<file path="config.mk">
export PLATFORM = sky130hd
export DESIGN_NAME = esp_top
export DESIGN_NICKNAME = d
export VERILOG_FILES = /design/src/verilog/esp_top.v
export VERILOG_INCLUDE_DIRS = /design/src /design/src/verilog
export SDC_FILE = /design/constraint.sdc
export NUM_CORES = 1
export LEC_CHECK = 0
export ABC_AREA = 1
export BUFFER_PORTS_ARGS = -buffer_cell sky130_fd_sc_hd__buf_4
export CELL_PAD_IN_SITES_DETAIL_PLACEMENT = 0
export CELL_PAD_IN_SITES_GLOBAL_PLACEMENT = 1
export CORE_ASPECT_RATIO = 0.7
export CORE_MARGIN = 3
export CORE_UTILIZATION = 30
export CTS_CLUSTER_SIZE = 12
export DETAILED_ROUTE_END_ITERATION = 7
export GPL_TIMING_DRIVEN = 0
export PLACE_DENSITY = 0.68
export SLEW_MARGIN = 10
export SYNTH_ARGS = -nofsm -noshare
export SYNTH_HDL_FRONTEND = slang
export SYNTH_SLANG_ARGS = --single-unit
</file>
<file path="constraint.sdc">
create_clock -name ref_clk -period 4.7 [get_ports ref_clk]
set_clock_uncertainty 0.1 [all_clocks]
set_input_delay 0.235 -clock ref_clk [delete_from_list [all_inputs] [get_ports ref_clk]]
set_output_delay 0.235 -clock ref_clk [all_outputs]
set_load 0.05 [all_outputs]
</file>
<file path="src/verilog/esp_regs.vh">
// Register map, field positions and timing counts of the serial port
`ifndef ESP_REGS_VH
`define ESP_REGS_VH
`define ESP_ADDR_CTRL 8'h98
`define ESP_ADDR_BUF 8'h99
`define ESP_ADDR_PWR 8'h87
`define ESP_CTRL_RESET 8'h00
`define ESP_PWR_RESET 8'h00
`define ESP_BIT_SM0 7
`define ESP_BIT_SM1 6
`define ESP_BIT_SM2 5
`define ESP_BIT_REN 4
`define ESP_BIT_TB8 3
`define ESP_BIT_RB8 2
`define ESP_BIT_TI 1
`define ESP_BIT_RI 0
`define ESP_BIT_RATE 7
`define ESP_BIT_VIEW 6
`define ESP_MODE0 2'h0
`define ESP_MODE1 2'h1
`define ESP_MODE2 2'h2
`define ESP_MODE3 2'h3
`define ESP_M0_DIV 4'h6
`define ESP_M0_HALF 4'h3
`define ESP_OVS_LAST 4'hF
`define ESP_OVS_MID 4'h7
`endif

</file>
<file path="src/verilog/esp_top.v">
// Full-duplex serial port with shift-register and 8/9-bit async modes
//
// Chosen here: the address-and-strobe port.
`timescale 1ns/1ps
`include "esp_regs.vh"

// Functional notes
// - Timer tick rate in modes 1,3; fixed else
// - Async transmit and receive run independently
// - One byte buffered; unread byte overwritten
// - Buffer write loads tx; read returns rx
// - Mode 0: 8 bits, clock out, CPU/6
// - Mode 1: start, 8 data LSB first, stop
// - Mode 1: stop bit lands in rx_ninth_bit
// - Modes 2,3: start, 8 data, ninth, stop
// - Modes 2,3: send tx_ninth_bit as ninth
// - Modes 2,3: store ninth, stop only flags error
// - Mode 2 rate CPU/16 or CPU/32
// - Mode 3 is mode 2 with timer rate
// - Buffer write starts transmission
// - Mode 0 receives when done clear, enabled
// - Async receive starts on start bit if enabled
// - Missing stop bit recorded as framing error
// - Bit 7 shows mode or framing error
// - Framing error sticky until software clears
// - Control register at 98h, reset 00h
// - Multiprocessor filter suppresses receive-done
// - Invalid stop sets framing error flag
module esp_top (
	input wire ref_clk,
	input wire rst,
	input wire [7:0] reg_addr,
	input wire [7:0] reg_wdata,
	input wire reg_wr,
	input wire reg_rd,
	output reg [7:0] reg_rdata,
	input wire t1_ovf_tick,
	input wire rxd_in,
	output reg rxd_out,
	output reg rxd_oe,
	output reg txd_out
);

// Async receiver states
localparam RX_IDLE = 2'h0;
localparam RX_START = 2'h1;
localparam RX_DATA = 2'h2;
localparam RX_STOP = 2'h3;

// Control and power-control fields
reg sm0_q;
reg sm1_q;
reg sm2_q;
reg ren_q;
reg tb8_q;
reg rb8_q;
reg ti_q;
reg ri_q;
reg fe_q;
reg rate_sel_q;
reg view_sel_q;
reg [7:0] rbuf_q;

// Input synchroniser and filtered level
reg rxd_s1_q;
reg rxd_s2_q;
reg rxd_s3_q;
reg rxd_v_q;
reg rxd_prev_q;

// Rate generation
reg div2_q;

// Mode 0 shifter
reg m0_busy_q;
reg m0_rx_q;
reg [3:0] m0_ph_q;
reg [3:0] m0_cnt_q;
reg [7:0] m0_sh_q;

// Async transmitter
reg tx_busy_q;
reg [10:0] tx_sh_q;
reg [3:0] tx_bits_q;
reg [3:0] tx_tick_q;

// Async receiver
reg [1:0] rx_st_q;
reg [3:0] rx_tick_q;
reg [3:0] rx_bits_q;
reg [8:0] rx_sh_q;

wire [1:0] mode;
wire is_m0;
wire nine;
wire wr_ctrl;
wire wr_buf;
wire wr_pwr;
wire s16;
wire fall;
reg m0_done;
reg tx_done;
reg rx_load;
reg rx_ninth;
reg fe_set;
reg [7:0] rx_byte;

assign mode = {sm0_q, sm1_q};
assign is_m0 = (mode == `ESP_MODE0);
assign nine = mode[1];
assign wr_ctrl = reg_wr && (reg_addr == `ESP_ADDR_CTRL);
assign wr_buf = reg_wr && (reg_addr == `ESP_ADDR_BUF);
assign wr_pwr = reg_wr && (reg_addr == `ESP_ADDR_PWR);
// Oversample tick: mode 2 from the CPU clock, modes 1 and 3 from timer 1
assign s16 = (mode == `ESP_MODE2) ? (rate_sel_q | div2_q) : t1_ovf_tick;
assign fall = rxd_prev_q && !rxd_v_q;

always @(posedge ref_clk) begin
	if (rst) begin
		div2_q <= 1'b0;
	end else begin
		div2_q <= ~div2_q;
	end
end

// Pin level counts once the second and third stages agree
always @(posedge ref_clk) begin
	if (rst) begin
		rxd_s1_q <= 1'b1;
		rxd_s2_q <= 1'b1;
		rxd_s3_q <= 1'b1;
		rxd_v_q <= 1'b1;
		rxd_prev_q <= 1'b1;
	end else begin
		rxd_s1_q <= rxd_in;
		rxd_s2_q <= rxd_s1_q;
		rxd_s3_q <= rxd_s2_q;
		if (rxd_s2_q == rxd_s3_q) begin
			rxd_v_q <= rxd_s3_q;
		end
		rxd_prev_q <= rxd_v_q;
	end
end

// Mode 0: one bit per six clocks, shift clock low then high
// Completion strobes decoded from state, so every clocked process sees them alike
always @* begin
	m0_done = is_m0 && !wr_buf && m0_busy_q && (m0_ph_q == `ESP_M0_DIV - 4'h1) &&
		(m0_cnt_q == 4'h1);
	tx_done = !is_m0 && !wr_buf && tx_busy_q && s16 && (tx_tick_q == `ESP_OVS_LAST) &&
		(tx_bits_q == 4'h1);
	fe_set = 1'b0;
	rx_load = 1'b0;
	rx_ninth = 1'b0;
	rx_byte = 8'h00;
	if (!is_m0 && (rx_st_q == RX_STOP) && s16 && (rx_tick_q == `ESP_OVS_LAST)) begin
		fe_set = !rxd_v_q;
		if (nine) begin
			rx_byte = rx_sh_q[7:0];
			rx_ninth = rx_sh_q[8];
			rx_load = !sm2_q || rx_sh_q[8];
		end else begin
			rx_byte = rx_sh_q[8:1];
			rx_ninth = rxd_v_q;
			rx_load = !sm2_q || rxd_v_q;
		end
	end
end

always @(posedge ref_clk) begin
	if (rst) begin
		m0_busy_q <= 1'b0;
		m0_rx_q <= 1'b0;
		m0_ph_q <= 4'h0;
		m0_cnt_q <= 4'h0;
		m0_sh_q <= 8'h00;
	end else if (is_m0 && wr_buf) begin
		m0_busy_q <= 1'b1;
		m0_rx_q <= 1'b0;
		m0_ph_q <= 4'h0;
		m0_cnt_q <= 4'h8;
		m0_sh_q <= reg_wdata;
	end else if (!is_m0) begin
		m0_busy_q <= 1'b0;
	end else if (!m0_busy_q) begin
		if (!ri_q && ren_q) begin
			m0_busy_q <= 1'b1;
			m0_rx_q <= 1'b1;
			m0_ph_q <= 4'h0;
			m0_cnt_q <= 4'h8;
		end
	end else if (m0_ph_q == `ESP_M0_DIV - 4'h1) begin
		m0_ph_q <= 4'h0;
		// Late sample leaves room for the synchroniser delay
		m0_sh_q <= {m0_rx_q ? rxd_v_q : 1'b1, m0_sh_q[7:1]};
		m0_cnt_q <= m0_cnt_q - 4'h1;
		if (m0_cnt_q == 4'h1) begin
			m0_busy_q <= 1'b0;
		end
	end else begin
		m0_ph_q <= m0_ph_q + 4'h1;
	end
end

// Async transmitter, 16 ticks per bit
always @(posedge ref_clk) begin
	if (rst) begin
		tx_busy_q <= 1'b0;
		tx_sh_q <= 11'h7FF;
		tx_bits_q <= 4'h0;
		tx_tick_q <= 4'h0;
	end else if (!is_m0 && wr_buf) begin
		tx_busy_q <= 1'b1;
		tx_tick_q <= 4'h0;
		if (nine) begin
			tx_sh_q <= {1'b1, tb8_q, reg_wdata, 1'b0};
			tx_bits_q <= 4'hB;
		end else begin
			tx_sh_q <= {2'h3, reg_wdata, 1'b0};
			tx_bits_q <= 4'hA;
		end
	end else if (is_m0) begin
		tx_busy_q <= 1'b0;
	end else if (tx_busy_q && s16) begin
		tx_tick_q <= tx_tick_q + 4'h1;
		if (tx_tick_q == `ESP_OVS_LAST) begin
			tx_sh_q <= {1'b1, tx_sh_q[10:1]};
			tx_bits_q <= tx_bits_q - 4'h1;
			if (tx_bits_q == 4'h1) begin
				tx_busy_q <= 1'b0;
			end
		end
	end
end

// Async receiver, sampling mid-bit at 16x
always @(posedge ref_clk) begin
	if (rst) begin
		rx_st_q <= RX_IDLE;
		rx_tick_q <= 4'h0;
		rx_bits_q <= 4'h0;
		rx_sh_q <= 9'h000;
	end else if (is_m0) begin
		rx_st_q <= RX_IDLE;
	end else begin
		case (rx_st_q)
		RX_IDLE: begin
			if (fall && ren_q) begin
				rx_st_q <= RX_START;
				rx_tick_q <= 4'h0;
			end
		end
		RX_START: begin
			if (s16) begin
				rx_tick_q <= rx_tick_q + 4'h1;
				if (rx_tick_q == `ESP_OVS_MID) begin
					// A glitch shorter than half a bit is dropped
					rx_st_q <= rxd_v_q ? RX_IDLE : RX_DATA;
					rx_tick_q <= 4'h0;
					rx_bits_q <= nine ? 4'h9 : 4'h8;
				end
			end
		end
		RX_DATA: begin
			if (s16) begin
				rx_tick_q <= rx_tick_q + 4'h1;
				if (rx_tick_q == `ESP_OVS_LAST) begin
					rx_sh_q <= {rxd_v_q, rx_sh_q[8:1]};
					rx_bits_q <= rx_bits_q - 4'h1;
					if (rx_bits_q == 4'h1) begin
						rx_st_q <= RX_STOP;
					end
				end
			end
		end
		RX_STOP: begin
			if (s16) begin
				rx_tick_q <= rx_tick_q + 4'h1;
				if (rx_tick_q == `ESP_OVS_LAST) begin
					rx_st_q <= RX_IDLE;
				end
			end
		end
		default: begin
			rx_st_q <= RX_IDLE;
		end
		endcase
	end
end

// Software fields; hardware sets win over a clearing write
always @(posedge ref_clk) begin
	if (rst) begin
		sm0_q <= 1'b0;
		sm1_q <= 1'b0;
		sm2_q <= 1'b0;
		ren_q <= 1'b0;
		tb8_q <= 1'b0;
		rb8_q <= 1'b0;
		ti_q <= 1'b0;
		ri_q <= 1'b0;
		fe_q <= 1'b0;
		rate_sel_q <= 1'b0;
		view_sel_q <= 1'b0;
		rbuf_q <= 8'h00;
	end else begin
		if (wr_pwr) begin
			rate_sel_q <= reg_wdata[`ESP_BIT_RATE];
			view_sel_q <= reg_wdata[`ESP_BIT_VIEW];
		end
		if (wr_ctrl) begin
			if (view_sel_q) begin
				fe_q <= reg_wdata[`ESP_BIT_SM0] | fe_set;
			end else begin
				sm0_q <= reg_wdata[`ESP_BIT_SM0];
			end
			sm1_q <= reg_wdata[`ESP_BIT_SM1];
			sm2_q <= reg_wdata[`ESP_BIT_SM2];
			ren_q <= reg_wdata[`ESP_BIT_REN];
			tb8_q <= reg_wdata[`ESP_BIT_TB8];
		end
		if (fe_set) begin
			fe_q <= 1'b1;
		end
		if (wr_ctrl && !(m0_done && m0_rx_q) && !rx_load) begin
			rb8_q <= reg_wdata[`ESP_BIT_RB8];
		end else if (rx_load) begin
			rb8_q <= rx_ninth;
		end
		if (tx_done || (m0_done && !m0_rx_q)) begin
			ti_q <= 1'b1;
		end else if (wr_ctrl) begin
			ti_q <= reg_wdata[`ESP_BIT_TI];
		end
		if (rx_load || (m0_done && m0_rx_q)) begin
			ri_q <= 1'b1;
		end else if (wr_ctrl) begin
			ri_q <= reg_wdata[`ESP_BIT_RI];
		end
		// Overwrites an unread byte, as the port has one holding stage
		if (rx_load) begin
			rbuf_q <= rx_byte;
		end else if (m0_done && m0_rx_q) begin
			rbuf_q <= {rxd_v_q, m0_sh_q[7:1]};
		end
	end
end

// Read port, data valid the cycle after the strobe
always @(posedge ref_clk) begin
	if (rst) begin
		reg_rdata <= 8'h00;
	end else if (reg_rd) begin
		case (reg_addr)
		`ESP_ADDR_CTRL: begin
			reg_rdata <= {view_sel_q ? fe_q : sm0_q, sm1_q, sm2_q, ren_q,
				tb8_q, rb8_q, ti_q, ri_q};
		end
		`ESP_ADDR_BUF: begin
			reg_rdata <= rbuf_q;
		end
		`ESP_ADDR_PWR: begin
			reg_rdata <= {rate_sel_q, view_sel_q, 6'h00};
		end
		default: begin
			reg_rdata <= 8'h00;
		end
		endcase
	end else begin
		reg_rdata <= 8'h00;
	end
end

// Pin drivers; mode 0 turns the receive pin around
always @(posedge ref_clk) begin
	if (rst) begin
		txd_out <= 1'b1;
		rxd_out <= 1'b1;
		rxd_oe <= 1'b0;
	end else if (is_m0) begin
		txd_out <= !m0_busy_q || (m0_ph_q >= `ESP_M0_HALF);
		rxd_out <= m0_sh_q[0];
		rxd_oe <= m0_busy_q && !m0_rx_q;
	end else begin
		txd_out <= tx_busy_q ? tx_sh_q[0] : 1'b1;
		rxd_out <= 1'b1;
		rxd_oe <= 1'b0;
	end
end

endmodule // esp_top
</file>
==> results, run 1 <==
- The flow ran to the end, and the final reports show no timing, DRC or antenna violations.
- IR analysis of the VDD net gives a maximum drop of 0.232 mV.
- The estimated wirelength of the detail-placed design is 10500 um.
- The maximum fanout along the worst path is 10.
- The synthesized flop and latch total is 92.
- The final max-slew violation count came to 0.
- The CTS tree is yes.
- The first global-routing pass estimated 22600 um of wire.
- The clock slew seen by the registers of the worst setup and hold paths is 0.07 ns.
- The class of the most critical setup path is reg2reg.
- The switching share of power is 0.223.
- In the global route stage, met3 resource usage came out at 0.0466.
- Walking the worst path, the cells encountered are ha_1, nand2_1, nor2_1, buf_2, nand4_2, buf_4, nand3_1, nand3_1, nand2_1, inv_1.
- The routing usage on met2 is 0.244.
- From left edge to right edge, the die measures 155 um.
- Of the total power, registers draw 0.473.
- The sum of overflow across all layers after global routing is 0.
- The H-tree depth is 3.
- The element type at the critical path start is a flip-flop.
- In the synthesized netlist the dominant register cell turns out to be sky130_fd_sc_hd__dfxtp_1.
- Of the total power, the clock network draws 0.491.
- Counting every instance in the synthesized netlist gives 677.
- The chip height is 111 um.
- The clock tree root buffer cell is sky130_fd_sc_hd__clkbuf_16.
- The post-synthesis average cell area is 6.93 um2.
- Routability-driven placement finished with a final weighted congestion of 0.880.
- The maximum single-stage delay on the critical path is 0.40 ns.
- The number of nets in the synthesized netlist is 709.
- Across the run, the number of max-cap violations was 0.
- The internal power consumption is 1.28 mW.
- Setup repair after global routing left no endpoint under its margin.
- For this run, design rule violations remaining after detail routing come to 0.
- The share of the synthesized area in the top cell type is 0.393.
- Clock tree synthesis inserted a total of 9 buffers.
- In this run the core area contains 37 standard-cell rows.
- The part of the power in combinational logic is 0.036.
- The number of fillers in the final layout is 1629.
- The routed length per placed instance is 14.9 um.
- STA puts the critical path data arrival time at 2.19 ns.
- The layer flagged by global routing as most heavily used is met2.
- 33 I/O pins were placed.
- The all-layer global routing usage is 0.166.
- The maximum number of pins on one net before global-route repair is 16.
- The first TritonRoute pass finished after 5 iterations.
- For this block, the via count after detailed routing is 4457.
- The setup-violating endpoint count in the final report is 0.
- Of the available clock period, the critical path in the final layout requires 0.434.
- The largest buffer count on any clock path is 2.
- The final standard cell count with taps included and fillers excluded is 920.
- The switching power total is 369 uW.
- The worst hold path belongs to the class in2reg.
- The summed instance area of the synthesized netlist is 4690 um2.
- For this run, the post-layout net count is 752.
- The library cell contributing the largest single delay on the critical path is sky130_fd_sc_hd__dfxtp_1.
- The final critical delay including setup and external delays is 2.04 ns.
- For this run, asynchronously set or reset flops after synthesis account for 0.
- The number of DRC markers in iteration 0 is 341.
- After routing, the total negative slack on setup checks comes to 0 ns.
- The worst setup path is captured at a flip-flop.
- At the pin with the least slew margin, the transition time is 0.668 ns.
- The initial core utilization is 0.313.
- The die outline area is 17200 um2.
- Input and output buffers added on the ports amount to 31.
- The number of resized instances in the post-cts repair step is 0.
- Headroom to the max-slew limit came out at 0.554.
- The detailed-route vias per instance is 4.84.
- Grouping stages by cell kind, the critical path spends the most delay in simple AND/OR/NAND/NOR gates.
- Synthesis instantiated 40 different standard cells from the library.
- After synthesis, the cell types taking the most area are sky130_fd_sc_hd__dfxtp_1 (39%), sky130_fd_sc_hd__nand2_1 (14%), sky130_fd_sc_hd__a21oi_1 (6.0%).
- The overall routed net length is 13700 um.
- The required time of the worst setup path is 4.85 ns.
- For the worst-skew pair, the clock arrives at the later sink with an insertion delay of 0.36 ns.
- The count of nets left with antenna violations once routing finished came out at 0.
- In this run, placement finished with an instance count of 903.
- For met1 alone, demand over resource in global routing was 0.242.
- The clock drives 92 sinks.
- The total area inside the core boundary comes to 15000 um2.
- The relative area change from synthesis to final layout is 17.3%.
- The antenna diode count is 0.
- The sequential fraction of the synthesis area is 0.393.
- The static leakage is 2.38 nW.
- The combined buffer and inverter count along the critical path is 3.
- The number of failing hold endpoints at the final stage was 0.
- The number of synthesis warnings is 0.
- The number of global-route vias before repair is 4316.
- The synthesized design contains 0 enable-type register cells.
- The post-synthesis cell type with the largest combined area is sky130_fd_sc_hd__dfxtp_1.
- For this design the ratio of total power to cell area is 301 nW/um2.
- In the final layout, the share of cells above drive strength 1 is 0.130.
- The maximum clock frequency is 0.490 GHz.
- The initial antenna violation count was 0.
-- kinds of logic after synthesis --
group	after synthesis	synth area share
flip-flops	92	0.393
AO/OA/AOI/OAI	105	0.119
buffers and inverters	102	0.0891
AND/OR/NAND/NOR	364	0.365
XOR/XNOR	4	0.00747
adder cells (fa/ha/maj)	10	0.0267
-- per-stage QoR --
stage          setup WS [ns]  hold slack (ns)  cell area, um2  power (mW)   util
2_1_floorplan           3.06            0.239            4690       0.826      -
3_3_place_gp            2.67            0.299            5160       0.859  0.344
3_5_place_dp            2.66            0.311            5160       0.859  0.344
4_1_cts                 2.65           0.0225            5500        1.68  0.367
5_1_grt                 2.43           0.0410            5500        1.71  0.367
6_report                2.66           0.0363            5500        1.65  0.367
-- flip-flops by register name, summed over array words and instances, names as in the netlist, 4 cells and up, named ones only --
name	cells
tx_tick_q	4
tx_bits_q	4
rbuf_q	8
rx_tick_q	4
rx_bits_q	4
m0_sh_q	8
m0_ph_q	4
m0_cnt_q	4
tx_sh_q	10
reg_rdata	8
rx_sh_q	9
-- cell usage after synthesis, types with 5 or more instances --
cell type	number
sky130_fd_sc_hd__inv_2	7
sky130_fd_sc_hd__nand4_1	26
sky130_fd_sc_hd__nor2_4	10
sky130_fd_sc_hd__nor3_1	10
sky130_fd_sc_hd__nor2_1	66
sky130_fd_sc_hd__inv_1	73
sky130_fd_sc_hd__clkbuf_1	10
sky130_fd_sc_hd__nand3b_1	5
sky130_fd_sc_hd__nand2_1	170
sky130_fd_sc_hd__dfxtp_1	92
sky130_fd_sc_hd__nand3_1	53
sky130_fd_sc_hd__o21ai_0	35
sky130_fd_sc_hd__ha_1	10
sky130_fd_sc_hd__a21oi_1	56
-- final timing paths --
kind / from / end / slack, ns / cells past startpoint
hold / removal: reg_wdata[4] / tx_sh_q[5] / 0.04 / 3
setup / recovery: rx_tick_q[0] / rbuf_q[5] / 2.66 / 10
setup reg to reg: rx_tick_q[0] / rbuf_q[5] / 2.66 / 10
hold reg to reg: div2_q / div2_q / 0.31 / 1
-- power by group through the flow --
stage	Clock, mW	Combinational (mW)	Sequential [mW]
2_1_floorplan	0	0.0239	0.803
5_1_grt	0.867	0.0642	0.783
6_report	0.812	0.0588	0.783
4_1_cts	0.835	0.0591	0.783
3_5_place_dp	0	0.0583	0.801
3_3_place_gp	0	0.0579	0.801
-- routing by layer --
layer  wire [um]  vias up
met4         137        0
met5           0        -
met3         584       14
met1        7160     2090
met2        5830       66
li1            -     2287
-- layout make-up --
class                           instances  area (um2)  area share
Clock inverter                          5        83.8      0.0152
Buffer                                 21         114      0.0207
Sequential cell                        92        1840       0.335
Timing Repair Buffer                   32         243      0.0441
Clock buffer                           11         243      0.0441
Inverter                               81         304      0.0553
Tap cell                              195         244      0.0443
Multi-Input combinational cell        483        2430       0.441
-- what timing repair did --
item                      CTS  global route
hold endpoints to repair    1             0
buffers inserted            0             0
hold buffers                1             0
-- tightest hold or removal path, cell delays in order --
cell                      delay [ns]
sky130_fd_sc_hd__buf_4          0.10
sky130_fd_sc_hd__nand2_1        0.05
sky130_fd_sc_hd__nand4_1        0.07
-- cells in the final DEF, fill, tap and decap left out, drive strengths merged, types with 2 or more instances in the layout --
cell,netlist,routed
a21boi,2,2
a21oi,56,56
and2,2,2
buf,11,42
bufinv,0,2
clkbuf,10,21
clkinvlp,0,2
dfxtp,92,92
ha,10,10
inv,80,81
nand2,176,176
nand3,55,55
nand3b,5,5
nand4,28,28
nor2,80,80
nor3,11,11
o211a,2,2
o211ai,2,2
o21ai,40,40
or2,5,5
xor2,3,3
Note: power is estimated with default switching activity, not from simulation.
==> run 2: changes to the inputs <==
PLACE_DENSITY = 0.7   (was 0.68)
clock period = 1.64 ns   (was 4.7 ns; I/O delays follow)
==> run 2 against run 1 <==
  * The flow now finishes with violations (negative setup slack)
  * Final cell count grew 4.1%
  * Via count grew 6.3%
  * Maximum frequency grew 20%
  * Critical endpoint is now m0_sh_q[5]
  * Largest power group is now registers
==> results, run 2 (same netlist as run 1, synthesis figures left out) <==
- The routability congestion estimate came to 0.873 (-0.78%).
- The CTS tree is yes.
- The total number of nets in the final design is 792 (+5.3%).
- The TritonCTS buffer count is 9 (unchanged).
- The maximum clock frequency is 0.588 GHz (+20%).
- The most common cell after layout, fill and taps aside is sky130_fd_sc_hd__nand2_1.
- The clock sink total was 92 (unchanged).
- The register with the most flip-flops is tx_sh_q.
- The initial antenna violation count is 0 (unchanged).
- Setup repair after global routing could not meet its margin everywhere.
- The iteration count of the initial detailed-routing pass is 4 (-1).
- Relative to the synthesized area, the layout overhead comes to 34.6%.
- The maximum fanout along the worst path is 5 (-5).
- The insertion delay of the later-clocked pin in the worst-skew pair is 0.34 ns (-0.02 ns).
- The overall routed net length is 14700 um (+7.1%).
- The all-layer global routing usage came to 0.166 (about the same).
- The flip-flop count of the largest register, all copies and words added is 10 (unchanged).
- The number of DRC markers in iteration 0 was 256 (-25%).
- The detailed-route vias per instance is 4.94 (+2.1%).
- The clock tree root buffer cell is sky130_fd_sc_hd__clkbuf_16.
- The static leakage was 2.66 nW (+12%).
- The core outline area is 15000 um2 (unchanged).
- The initial core utilization came to 0.313 (unchanged).
- The sum of overflow across all layers after global routing was 0 (unchanged).
- The class of the most critical setup path is reg2reg.
- The routed length per placed instance is 15.3 um (+2.8%).
- The number of top-level design ports is 33 (unchanged).
- The H-tree depth is 3 (unchanged).
- The pre-CTS setup slack is -0.372 ns (-3.03 ns).
- The antenna diode count is 0 (unchanged).
- The final max-slew violation count is 0 (unchanged).
- The via total after detailed routing is 4737 (+6.3%).
- STA classifies the critical path endpoint as a flip-flop.
- The number of global-route vias before repair is 4380 (+1.5%).
- The chip width is 155 um (unchanged).
- The setup-violating endpoint count in the final report is 6 (+6).
- The power after layout came to 4.53 mW (+170%).
- The clock slew seen by the registers of the worst setup and hold paths is 0.06 ns (about the same).
- The largest registers in the layout are tx_sh_q x10, rx_sh_q x9.
- The element type at the critical path start is a flip-flop.
- The largest buffer count on any clock path was 2 (unchanged).
- The post-layout worst setup margin is -0.0616 ns (-2.72 ns).
- The flow ran to the end, but the final reports show violations.
- The path class of the tightest hold or removal check is in2reg.
- The area of all placed cells without fillers came to 6310 um2 (+15%).
- The max-cap check violation count is 0 (unchanged).
- The count of nets left with antenna violations after detail routing came to 0 (unchanged).
- The first-pass GRT wire length is 22800 um (+0.92%).
- The required time of the worst setup path is 1.78 ns (-3.07 ns).
- The library cells used most frequently in the layout, excluding fill and tap cells, are sky130_fd_sc_hd__nand2_1 (146), sky130_fd_sc_hd__dfxtp_1 (80), sky130_fd_sc_hd__inv_1 (64), sky130_fd_sc_hd__nor2_1 (58), sky130_fd_sc_hd__buf_4 (52).
- The power per standard cell area was 718 nW/um2 (+140%).
- The transition time at the pin with the least slew margin is 0.735 ns (+0.0669 ns).
- The number of failing hold endpoints at the final stage is 0 (unchanged).
- The share of cells above drive strength 1 is 0.270 (+0.140).
- The estimated wirelength of the detail-placed design was 10500 um (-0.24%).
- The count of standard-cell rows is 37 (unchanged).
- The worst IR drop on VDD is 0.513 mV (+120%).
- The maximum number of pins on one net before global-route repair is 15 (-1).
- The final reports fail on negative setup slack.
- The final critical delay including setup and external delays is 1.70 ns (-0.339 ns).
- The count of input and output buffers is 31 (unchanged).
- The final setup TNS was -0.145 ns (-0.145 ns).
- The DRC violation count after routing came to 0 (unchanged).
- The post-layout utilization of the core is 0.421 (+0.0541).
- The normalized max-slew margin is 0.510 (-0.0446).
- The chip height came to 111 um (unchanged).
- The final worst-path cycle share is 1.04 (+0.603).
- The placed instance area came to 5160 um2 (unchanged).
- The die outline area was 17200 um2 (unchanged).
- The endpoint arrival time on the critical path is 1.84 ns (-0.35 ns).
-- run 2: cell types whose count changed in the layout (fill, tap and decap cells not counted), sizes merged --
cell         before  now
buf              42   70
bufinv            2    1
clkinv            1    4
clkinvlp          2    1
dlygate4sd3       1   10
inv              81   79
nand2           176  177
nand3            55   56
-- run 2: final timing paths --
| kind | start | endpoint | slack (ns) | cells after the start |
|---|---|---|---|---|
| max | sm1_q | m0_sh_q[5] | -0.06 | 10 |
| min | reg_wr | m0_busy_q | 0.04 | 3 |
| max reg2reg | sm1_q | m0_sh_q[5] | -0.06 | 10 |
| min reg2reg | rxd_s1_q | rxd_s2_q | 0.31 | 1 |
-- run 2: through the flow --
step           hold slack (ns)  instances
6_report                0.0412        958
5_1_grt                 0.0500        958
4_1_cts                 0.0332        939
3_5_place_dp             0.177        903
3_3_place_gp             0.175        903
2_1_floorplan           0.0858        677
-- run 2: worst max-delay path, cell delays in order, from the launching register on --
cell	delay (ns)
sky130_fd_sc_hd__dfxtp_4	0.37
sky130_fd_sc_hd__nor2_4	0.14
sky130_fd_sc_hd__buf_12	0.15
sky130_fd_sc_hd__buf_6	0.09
sky130_fd_sc_hd__nand2_2	0.07
sky130_fd_sc_hd__nor2_4	0.21
sky130_fd_sc_hd__buf_6	0.14
sky130_fd_sc_hd__nor2_1	0.03
sky130_fd_sc_hd__a21oi_1	0.12
sky130_fd_sc_hd__nand2_1	0.06
sky130_fd_sc_hd__o211a_1	0.10
-- run 2: power by group --
part	internal (mW)	switching, mW
clock network	1.21	0.878
logic	0.0812	0.128
registers	2.23	0.00405
total	3.52	1.01
-- run 2: area by class of cell --
class,instances,area [um2]
plain buffers,20,150
inverters,81,324
flip-flops and latches,92,1870
fillers,1560,8690
clock inverters,4,51.3
well taps,195,244
multi-input cells,485,2800
repair buffers,71,636
clock buffers,10,239
-- run 2: per-layer routing --
metal,GRT usage,vias up,part of all wire
met2,0.252,75,0.46
met3,0.0329,11,0.028
li1,-,2375,-
met1,0.246,2276,0.50
met5,0,-,0
met4,0.0292,0,0.0076
-- run 2: what timing repair did --
action / 4_1_cts / 5_1_grt
hold buffers: 10 / 0
gates cloned: 4 / 1
setup buffers: 8 / 19
pin swaps: 7 / 20
resized for setup: 49 / 99
endpoints found under the hold margin: 20 / 0
setup endpoints to repair: 63 / 63
